[src/shared/bit_word_pkg.sv]
package bit_word_pkg;

  // ---------------------------------------------------------------
  // timing
  // ---------------------------------------------------------------
  localparam int unsigned clk_hz = 250_000_000;
  localparam int unsigned update_hz = 100;
  localparam int unsigned tick_cycles = clk_hz / update_hz;
  localparam int unsigned init_seconds = 60;
  localparam int unsigned init_ticks = init_seconds * update_hz;

  // ---------------------------------------------------------------
  // health word fields
  // ---------------------------------------------------------------
  localparam int fatal_pos = 0;
  localparam int hw_fault_pos = 1;
  localparam int link_fault_pos = 2;
  localparam int sw_fault_pos = 3;
  localparam int summary_pos = 8;
  localparam int hw_alert_pos = 9;
  localparam int link_alert_pos = 10;
  localparam int sw_alert_pos = 11;
  localparam int overrange_pos = 12;

  // ---------------------------------------------------------------
  // register offsets (byte addresses)
  // ---------------------------------------------------------------
  localparam logic [7:0] health_offset = 8'h00;
  localparam logic [7:0] alert_enable_offset = 8'h04;
  localparam logic [7:0] rate_select_offset = 8'h08;
  localparam logic [7:0] turn_threshold_offset = 8'h0c;
  localparam logic [7:0] get_packet_offset = 8'h10;
  localparam logic [7:0] packet_count_offset = 8'h14;
  localparam logic [7:0] diag_offset = 8'h18;

  // enable bits: 0 hw, 1 link, 2 sw, 3 overrange, 4 turn on sw alert
  localparam logic [4:0] alert_enable_reset = 5'h1e;
  localparam logic [2:0] rate_select_reset = 3'h2;
  localparam logic [15:0] turn_threshold_reset = 16'h0032;

  typedef enum logic [2:0] {
    rate_100, rate_50, rate_25, rate_20, rate_10, rate_5, rate_2, rate_quiet
  } rate_type;

  typedef struct packed {
    logic fatal;
    logic hw_fault;
    logic link_fault;
    logic sw_fault;
    logic heading_calib_out_of_bounds;
    logic calib_done;
    logic sat_fix;
    logic sat_link_ok;
    logic sat_time_valid;
    logic high_gain;
    logic overrange;
  } health_in_type;

  typedef struct packed {
    logic [15:0] health;
    logic valid;
    logic polled;
  } packet_out_type;

endpackage

[src/rtl/builtin_test_status_word.sv]
`timescale 1ns/1ps

module builtin_test_status_word
  import bit_word_pkg::*;
#(
  parameter int unsigned tick_len = tick_cycles,
  parameter int unsigned init_len = init_ticks,
  parameter bit nav_variant = 1'b1
) (
  // clock and reset
  input wire logic aclk,
  input wire logic aresetn,
  input wire logic clk_en,
  // axi4-lite write
  input wire logic [7:0] s_axi_awaddr,
  input wire logic s_axi_awvalid,
  output logic s_axi_awready,
  input wire logic [31:0] s_axi_wdata,
  input wire logic [3:0] s_axi_wstrb,
  input wire logic s_axi_wvalid,
  output logic s_axi_wready,
  output logic [1:0] s_axi_bresp,
  output logic s_axi_bvalid,
  input wire logic s_axi_bready,
  // axi4-lite read
  input wire logic [7:0] s_axi_araddr,
  input wire logic s_axi_arvalid,
  output logic s_axi_arready,
  output logic [31:0] s_axi_rdata,
  output logic [1:0] s_axi_rresp,
  output logic s_axi_rvalid,
  input wire logic s_axi_rready,
  // health inputs from the subsystems (asynchronous)
  input wire health_in_type health_in,
  input wire logic sat_pps,
  input wire logic [15:0] yaw_rate,
  // packet scheduling outputs
  output packet_out_type packet_out,
  output logic update_tick
);

  // ---------------------------------------------------------------
  // input synchronisers
  // ---------------------------------------------------------------
  health_in_type hin_meta;
  health_in_type hin;
  logic pps_meta;
  logic pps_sync;
  logic pps_last;
  logic [15:0] yaw_meta;
  logic [15:0] yaw;

  always_ff @(posedge aclk) begin
    if (!aresetn) begin
      hin_meta <= '0;
      hin <= '0;
      pps_meta <= 1'b0;
      pps_sync <= 1'b0;
      pps_last <= 1'b0;
      yaw_meta <= 16'h0000;
      yaw <= 16'h0000;
    end else if (clk_en) begin
      hin_meta <= health_in;
      hin <= hin_meta;
      pps_meta <= sat_pps;
      pps_sync <= pps_meta;
      pps_last <= pps_sync;
      yaw_meta <= yaw_rate;
      yaw <= yaw_meta;
    end
  end

  wire pps_rise = pps_sync & ~pps_last;

  // ---------------------------------------------------------------
  // configuration registers
  // ---------------------------------------------------------------
  logic [4:0] alert_enable;
  logic [2:0] rate_select;
  logic [15:0] turn_threshold;
  logic [31:0] packet_count;
  logic fatal_latched;
  logic poll_pending;
  logic diag_pending;

  // ---------------------------------------------------------------
  // update tick and alignment
  // ---------------------------------------------------------------
  logic [31:0] tick_count;
  logic [31:0] init_count;
  logic [7:0] tick_index;
  logic init_busy;

  // re-phase the tick on the satellite second when time is valid
  wire align = pps_rise & hin.sat_time_valid;
  wire tick_now = align | (tick_count == 32'(tick_len - 1));

  always_ff @(posedge aclk) begin
    if (!aresetn) begin
      tick_count <= 32'h00000000;
      tick_index <= 8'h00;
      init_count <= 32'h00000000;
      init_busy <= 1'b1;
    end else if (clk_en) begin
      tick_count <= tick_now ? 32'h00000000 : tick_count + 32'h00000001;
      if (align) begin
        tick_index <= 8'h00;
      end else if (tick_now) begin
        tick_index <= (tick_index == 8'(update_hz - 1)) ? 8'h00 : tick_index + 8'h01;
      end
      if (tick_now && init_busy) begin
        init_count <= init_count + 32'h00000001;
        init_busy <= (init_count != 32'(init_len - 1));
      end
    end
  end

  // ---------------------------------------------------------------
  // health word assembly
  // ---------------------------------------------------------------
  wire turning = alert_enable[4] & (yaw > turn_threshold);
  wire hw_alert = nav_variant ? ~hin.sat_fix : 1'b0;
  wire link_alert = ~hin.sat_link_ok;
  wire sw_alert = init_busy | hin.high_gain | turning;
  wire overrange_alert = hin.overrange;
  wire sw_fault = hin.sw_fault | hin.heading_calib_out_of_bounds | ~hin.calib_done;
  wire summary = (alert_enable[0] & hw_alert) | (alert_enable[1] & link_alert)
    | (alert_enable[2] & sw_alert) | (alert_enable[3] & overrange_alert);

  logic [15:0] next_health;
  always_comb begin
    next_health = 16'h0000;
    next_health[fatal_pos] = fatal_latched | hin.fatal;
    next_health[hw_fault_pos] = hin.hw_fault;
    next_health[link_fault_pos] = hin.link_fault;
    next_health[sw_fault_pos] = sw_fault;
    next_health[summary_pos] = summary;
    next_health[hw_alert_pos] = hw_alert;
    next_health[link_alert_pos] = link_alert;
    next_health[sw_alert_pos] = sw_alert;
    next_health[overrange_pos] = overrange_alert;
  end

  logic [15:0] health;
  always_ff @(posedge aclk) begin
    if (!aresetn) begin
      health <= 16'h0000;
      fatal_latched <= 1'b0;
    end else if (clk_en) begin
      health <= next_health;
      fatal_latched <= fatal_latched | hin.fatal;
    end
  end

  // ---------------------------------------------------------------
  // packet scheduling
  // ---------------------------------------------------------------
  logic [7:0] divisor;
  always_comb begin
    case (rate_type'(rate_select))
      rate_100: divisor = 8'h01;
      rate_50: divisor = 8'h02;
      rate_25: divisor = 8'h04;
      rate_20: divisor = 8'h05;
      rate_10: divisor = 8'h0a;
      rate_5: divisor = 8'h14;
      rate_2: divisor = 8'h32;
      default: divisor = 8'h00;
    endcase
  end

  wire rate_hit = (divisor != 8'h00) && ((tick_index % divisor) == 8'h00);
  wire periodic = tick_now & rate_hit;
  wire poll_fire = tick_now & (poll_pending | diag_pending);

  always_ff @(posedge aclk) begin
    if (!aresetn) begin
      packet_out <= '0;
      update_tick <= 1'b0;
      packet_count <= 32'h00000000;
    end else if (clk_en) begin
      update_tick <= tick_now;
      packet_out.valid <= periodic | poll_fire;
      packet_out.polled <= poll_fire & ~periodic;
      if (periodic | poll_fire) begin
        packet_out.health <= next_health;
        packet_count <= packet_count + 32'h00000001;
      end
    end
  end

  // ---------------------------------------------------------------
  // axi4-lite slave
  // ---------------------------------------------------------------
  logic aw_held;
  logic w_held;
  logic [7:0] aw_addr;
  logic [31:0] w_data;
  logic [3:0] w_strb;

  wire do_write = aw_held & w_held & ~s_axi_bvalid;
  wire wr_alert = do_write && aw_addr == alert_enable_offset && w_strb[0];
  wire wr_rate = do_write && aw_addr == rate_select_offset && w_strb[0];
  wire wr_turn = do_write && aw_addr == turn_threshold_offset;
  wire wr_poll = do_write && aw_addr == get_packet_offset && w_strb[0];
  wire wr_known = wr_alert | wr_rate | wr_turn | wr_poll;

  always_ff @(posedge aclk) begin
    if (!aresetn) begin
      s_axi_awready <= 1'b1;
      s_axi_wready <= 1'b1;
      aw_held <= 1'b0;
      w_held <= 1'b0;
      aw_addr <= 8'h00;
      w_data <= 32'h00000000;
      w_strb <= 4'h0;
      s_axi_bvalid <= 1'b0;
      s_axi_bresp <= 2'h0;
    end else if (clk_en) begin
      if (s_axi_awvalid && s_axi_awready) begin
        aw_held <= 1'b1;
        aw_addr <= s_axi_awaddr;
        s_axi_awready <= 1'b0;
      end
      if (s_axi_wvalid && s_axi_wready) begin
        w_held <= 1'b1;
        w_data <= s_axi_wdata;
        w_strb <= s_axi_wstrb;
        s_axi_wready <= 1'b0;
      end
      if (do_write) begin
        aw_held <= 1'b0;
        w_held <= 1'b0;
        s_axi_bvalid <= 1'b1;
        s_axi_bresp <= wr_known ? 2'h0 : 2'h2;
      end
      if (s_axi_bvalid && s_axi_bready) begin
        s_axi_bvalid <= 1'b0;
        s_axi_awready <= 1'b1;
        s_axi_wready <= 1'b1;
      end
    end
  end

  always_ff @(posedge aclk) begin
    if (!aresetn) begin
      alert_enable <= alert_enable_reset;
      rate_select <= rate_select_reset;
      turn_threshold <= turn_threshold_reset;
      poll_pending <= 1'b0;
      diag_pending <= 1'b0;
    end else if (clk_en) begin
      if (wr_alert) begin
        alert_enable <= w_data[4:0];
      end
      if (wr_rate) begin
        rate_select <= w_data[2:0];
      end
      if (wr_turn) begin
        if (w_strb[0]) turn_threshold[7:0] <= w_data[7:0];
        if (w_strb[1]) turn_threshold[15:8] <= w_data[15:8];
      end
      // a new command wins over the clear at the firing tick
      poll_pending <= (wr_poll & w_data[0]) | (poll_pending & ~poll_fire);
      diag_pending <= (wr_poll & w_data[1]) | (diag_pending & ~poll_fire);
    end
  end

  logic [31:0] read_word;
  always_comb begin
    case (s_axi_araddr)
      health_offset: read_word = {16'h0000, health};
      alert_enable_offset: read_word = {27'h0000000, alert_enable};
      rate_select_offset: read_word = {29'h00000000, rate_select};
      turn_threshold_offset: read_word = {16'h0000, turn_threshold};
      get_packet_offset: read_word = {30'h00000000, diag_pending, poll_pending};
      packet_count_offset: read_word = packet_count;
      diag_offset: read_word = {21'h000000, hin};
      default: read_word = 32'h00000000;
    endcase
  end
  wire read_known = (s_axi_araddr <= diag_offset) && (s_axi_araddr[1:0] == 2'h0);

  always_ff @(posedge aclk) begin
    if (!aresetn) begin
      s_axi_arready <= 1'b1;
      s_axi_rvalid <= 1'b0;
      s_axi_rdata <= 32'h00000000;
      s_axi_rresp <= 2'h0;
    end else if (clk_en) begin
      if (s_axi_arvalid && s_axi_arready) begin
        s_axi_arready <= 1'b0;
        s_axi_rvalid <= 1'b1;
        s_axi_rdata <= read_word;
        s_axi_rresp <= read_known ? 2'h0 : 2'h2;
      end else if (s_axi_rvalid && s_axi_rready) begin
        s_axi_rvalid <= 1'b0;
        s_axi_arready <= 1'b1;
      end
    end
  end

endmodule

[config.mk]
export PLATFORM = sky130hd
export DESIGN_NAME = builtin_test_status_word
export DESIGN_NICKNAME = d
export VERILOG_FILES = /design/src/shared/bit_word_pkg.sv /design/src/rtl/builtin_test_status_word.sv
export SDC_FILE = /design/constraint.sdc
export NUM_CORES = 1
export LEC_CHECK = 0
export BUFFER_PORTS_ARGS = -buffer_cell sky130_fd_sc_hd__buf_2
export CORE_MARGIN = 3
export CORE_UTILIZATION = 24
export CTS_CLUSTER_SIZE = 8
export DETAILED_ROUTE_END_ITERATION = 7
export PLACE_DENSITY_LB_ADDON = 0.25
export SLEW_MARGIN = 20
export SYNTH_ARGS = -nofsm -noshare
export SYNTH_HDL_FRONTEND = slang
export SYNTH_SLANG_ARGS = --single-unit
[constraint.sdc]
create_clock -name aclk -period 24.9 [get_ports aclk]
set_input_delay 4.98 -clock aclk [delete_from_list [all_inputs] [get_ports aclk]]
set_output_delay 4.98 -clock aclk [all_outputs]
set_load 0.01 [all_outputs]
==> metrics.md <==
| Metric | Value |
|---|---|
| Share of total power in the clock network | 0.499 |
| Via count | 12,178 |
| DP Cell Count | 2,510 |
| PwrDens | 61.0 nW/um^2 |
| Worst Max-Slew Pin Slew | 1.09 ns |
| Die Height | 250 um |
| Status | finished clean |
| CP most frequent cell | ha_1 |
| Commonest non-fill, non-tap cell in the layout | dfxtp_1 |
| Fmax | about 0.073 GHz |
| P_sw | roughly 230 uW |
| Setup tns final | 0 ns |
| Final Hold Viols | 0 |
| Antenna violations before repair | 2 |
| Leak | 0.00655 uW |
| Vias in the first global route | 11,692 |
| Period minus WS final | 13.62 ns |
| Initial DRT Pass Iterations | 6 |
| WL/cell | 16.2 um |
| CTS tree | built |
| CTS Hold Bufs | 0 |
| DRT iter0 DRCs | 699 |
| Number of cell rows | 88 |
| IO Pins | 148 |
| Setup Viol. Count Final | 0 |
| Synthesized area | 14,300 um^2 |
| P_int | 779 uW |
| Gpl congestion | between 0.8 and 0.9 |
| Sequential Power Share | 0.451 |
| Final ANT Viol Nets | 0 |
| Fraction of registers with async set or reset after synthesis | 0 |
| Crit Path Max Fanout | 38 |
| Post-synthesis cell type count | between 80 and 90 |
| Gr ovfl total | 0 |
| PortBufs | 120 |
| Initial Util | 0.245 |
| Final Cycle Share | 0.547 |
| Aggregate global-route resource usage | 0.130 |
| DRC errors left | 0 |
| Hold WC Path Type | reg -> reg |
| Dpl hpwl | 30,100 um |
| Die width | 250 um |
| First-pass GRT wire length | 65,600 um |
| Clk Latency, worst-skew pair | 0.55 ns |
| Crit path largest cell delay | between 0.6 and 0.7 ns |
| Worst EP arrival | 14.08 ns |
| Mapped Cells | 1,708 |
| Main flop type after synthesis | dfxtp_1 |
| Req. time, crit path | 25.36 ns |
| Worst setup SP type | register |
| H-Tree Depth | 2 |
| Post-synthesis sequential area ratio | 0.388 |
| Unrepaired setup endpoints after global routing | no |
| Core area | 58,200 um^2 |
| Final Max Tran Viols | 0 |
| Synth-to-layout area growth | 16.6% |
| FF+latch count, synth | 276 |
| Count of cells resized by post-cts repair | 0 |
| Max-Cap Viols | 0 |
| Layout Skew | about 0.018 ns |
| Comb pwr share | 0.050 |
| Mean cell area of the mapped netlist | 8.34 um^2 |
| Number of flops mapped to enable cells by yosys | 0 |
| Synth warnings | 0 |
| Peak supply drop | 56.2 uV |
| Clock Path Buffers | 3 |
| Largest net degree at the start of global routing | 109 |
| CTS Buf Count | a little over 40 |
| Switching share of power | 0.231 |
| NumNets Final | between 1,500 and 2,000 |
| CTS Sinks | 276 |
| WS Path Type | reg -> reg |
| Clock transition at the registers of the reported paths | 0.05 ns |
| Ratio of cells with drive above 1 in the final layout | 0.119 |
| Root Buffer Master | clkbuf_16 |
| Most frequent cells in the layout | dfxtp_1 (276), nor2_1 (224), nand2_1 (213), a21oi_1 (133), mux2i_1 (131) |
| Slew HR | 0.272 |
| Die Area | 62,300 um^2 |
| Final Non-Filler Cells | 2,560 |
| Worst Setup End Kind | register |
| Crit path max-delay cell type | dfxtp_1 |
| Wirelength, routed | 41,600 um |
| Vias per cell | approximately 4.8 |
| Post-CTS setup buffer count | 0 |
-- per-layer routing --
| layer | up-vias | wire length, um | part of all wire | track usage |
|---|---|---|---|---|
| li1 | 6139 | - | - | - |
| met5 | - | 20 | 0.00048 | 0 |
| met4 | 2 | 816 | 0.020 | 0.0337 |
| met1 | 5711 | 20200 | 0.49 | 0.178 |
| met2 | 266 | 18500 | 0.45 | 0.208 |
| met3 | 60 | 2030 | 0.049 | 0.0269 |
-- registers in the layout, indices dropped and copies added, names as in the netlist, 2 cells and up --
signal          flops
turn_threshold     16
yaw_meta           16
hin_meta           11
packet_count       32
yaw                16
tick_index          8
packet_out         11
health              9
hin                10
alert_enable        5
rate_select         3
aw_addr             8
s_axi_rdata        32
w_data             16
tick_count         32
init_count         32
w_strb              2
-- stage by stage --
step / hold WS (ns) / total power (uW) / util / cell area [um^2] / setup slack (ns)
floorplan: 0.432 / 499 / - / 14300 / 13.55
global placement: 0.443 / 517 / 0.266 / 15500 / 11.66
detailed placement: 0.445 / 518 / 0.266 / 15500 / 11.40
CTS: 0.451 / 1030 / 0.285 / 16600 / 11.36
global route: 0.469 / 1060 / 0.285 / 16600 / 10.32
finish: 0.448 / 1010 / 0.285 / 16600 / 11.28
-- cell families (layout without fill, tap and decap cells) --
kind of cell / after synthesis / in the layout / synth area share
xor gates and xnor gates: 62 / 62 / 0.0381
and+or+nand+nor: 719 / 719 / 0.240
buffers and inverters: 142 / 220 / 0.0422
muxes: 136 / 136 / 0.0960
DFF: 276 / 276 / 0.388
other: 1 / 10 / 0.000263
AOI/OAI and AO/OA: 316 / 316 / 0.146
adders and majority gates: 56 / 56 / 0.0497
-- worst max-delay path, delay by kind of cell (launching register included) --
family / cells / cell delay [ns]
AOI/OAI and AO/OA: 18 / 4.51
xor gates and xnor gates: 1 / 0.14
buffers and inverters: 2 / 0.17
muxes: 5 / 1.67
adders and majority gates: 8 / 2.60
DFF: 1 / 0.62
and+or+nand+nor: 15 / 3.74
-- cell type report --
cell class,instances,area [um^2]
Sequential cell,276,5530
Clock buffer,46,1080
Clock inverter,3,51.3
Antenna cell,1,2.50
Timing Repair Buffer,129,673
Inverter,42,163
Fill cell,6181,41600
Tap cell,765,957
Multi-Input combinational cell,1298,8160
-- final timing paths --
kind | from | end | slack [ns] | depth (start not counted)
max | rate_select[1] | packet_out[12] | 11.28 | 49
min | s_axi_rdata[30] | s_axi_rdata[30] | 0.45 | 2
max reg2reg | rate_select[1] | packet_out[12] | 11.28 | 49
min reg2reg | s_axi_rdata[30] | s_axi_rdata[30] | 0.45 | 2
-- Yosys cell counts, types with 17 or more instances --
| library cell | number | area (um^2) |
|---|---|---|
| a21oi_1 | 133 | 666 |
| and3_1 | 28 | 175 |
| clkbuf_1 | 66 | 248 |
| dfxtp_1 | 276 | 5530 |
| ha_1 | 55 | 688 |
| inv_1 | 42 | 158 |
| mux2i_1 | 131 | 1310 |
| nand2_1 | 214 | 803 |
| nand2b_1 | 37 | 231 |
| nand3_1 | 60 | 300 |
| nand4_1 | 33 | 206 |
| nor2_1 | 225 | 845 |
| nor3_1 | 17 | 85.1 |
| o21a_1 | 18 | 135 |
| o21ai_0 | 50 | 250 |
| xnor2_1 | 37 | 324 |
| xor2_1 | 25 | 219 |
-- power by group through the flow --
stage          Clock (uW)  Sequential, uW  Combinational, uW
6_report              506             457               50.8
5_1_grt               542             458               57.2
4_1_cts               525             457               51.9
3_5_place_dp            0             466               51.7
3_3_place_gp            0             466               51.1
2_1_floorplan           0             463               35.6
No activity file was read; power rests on OpenSTA's default activity.
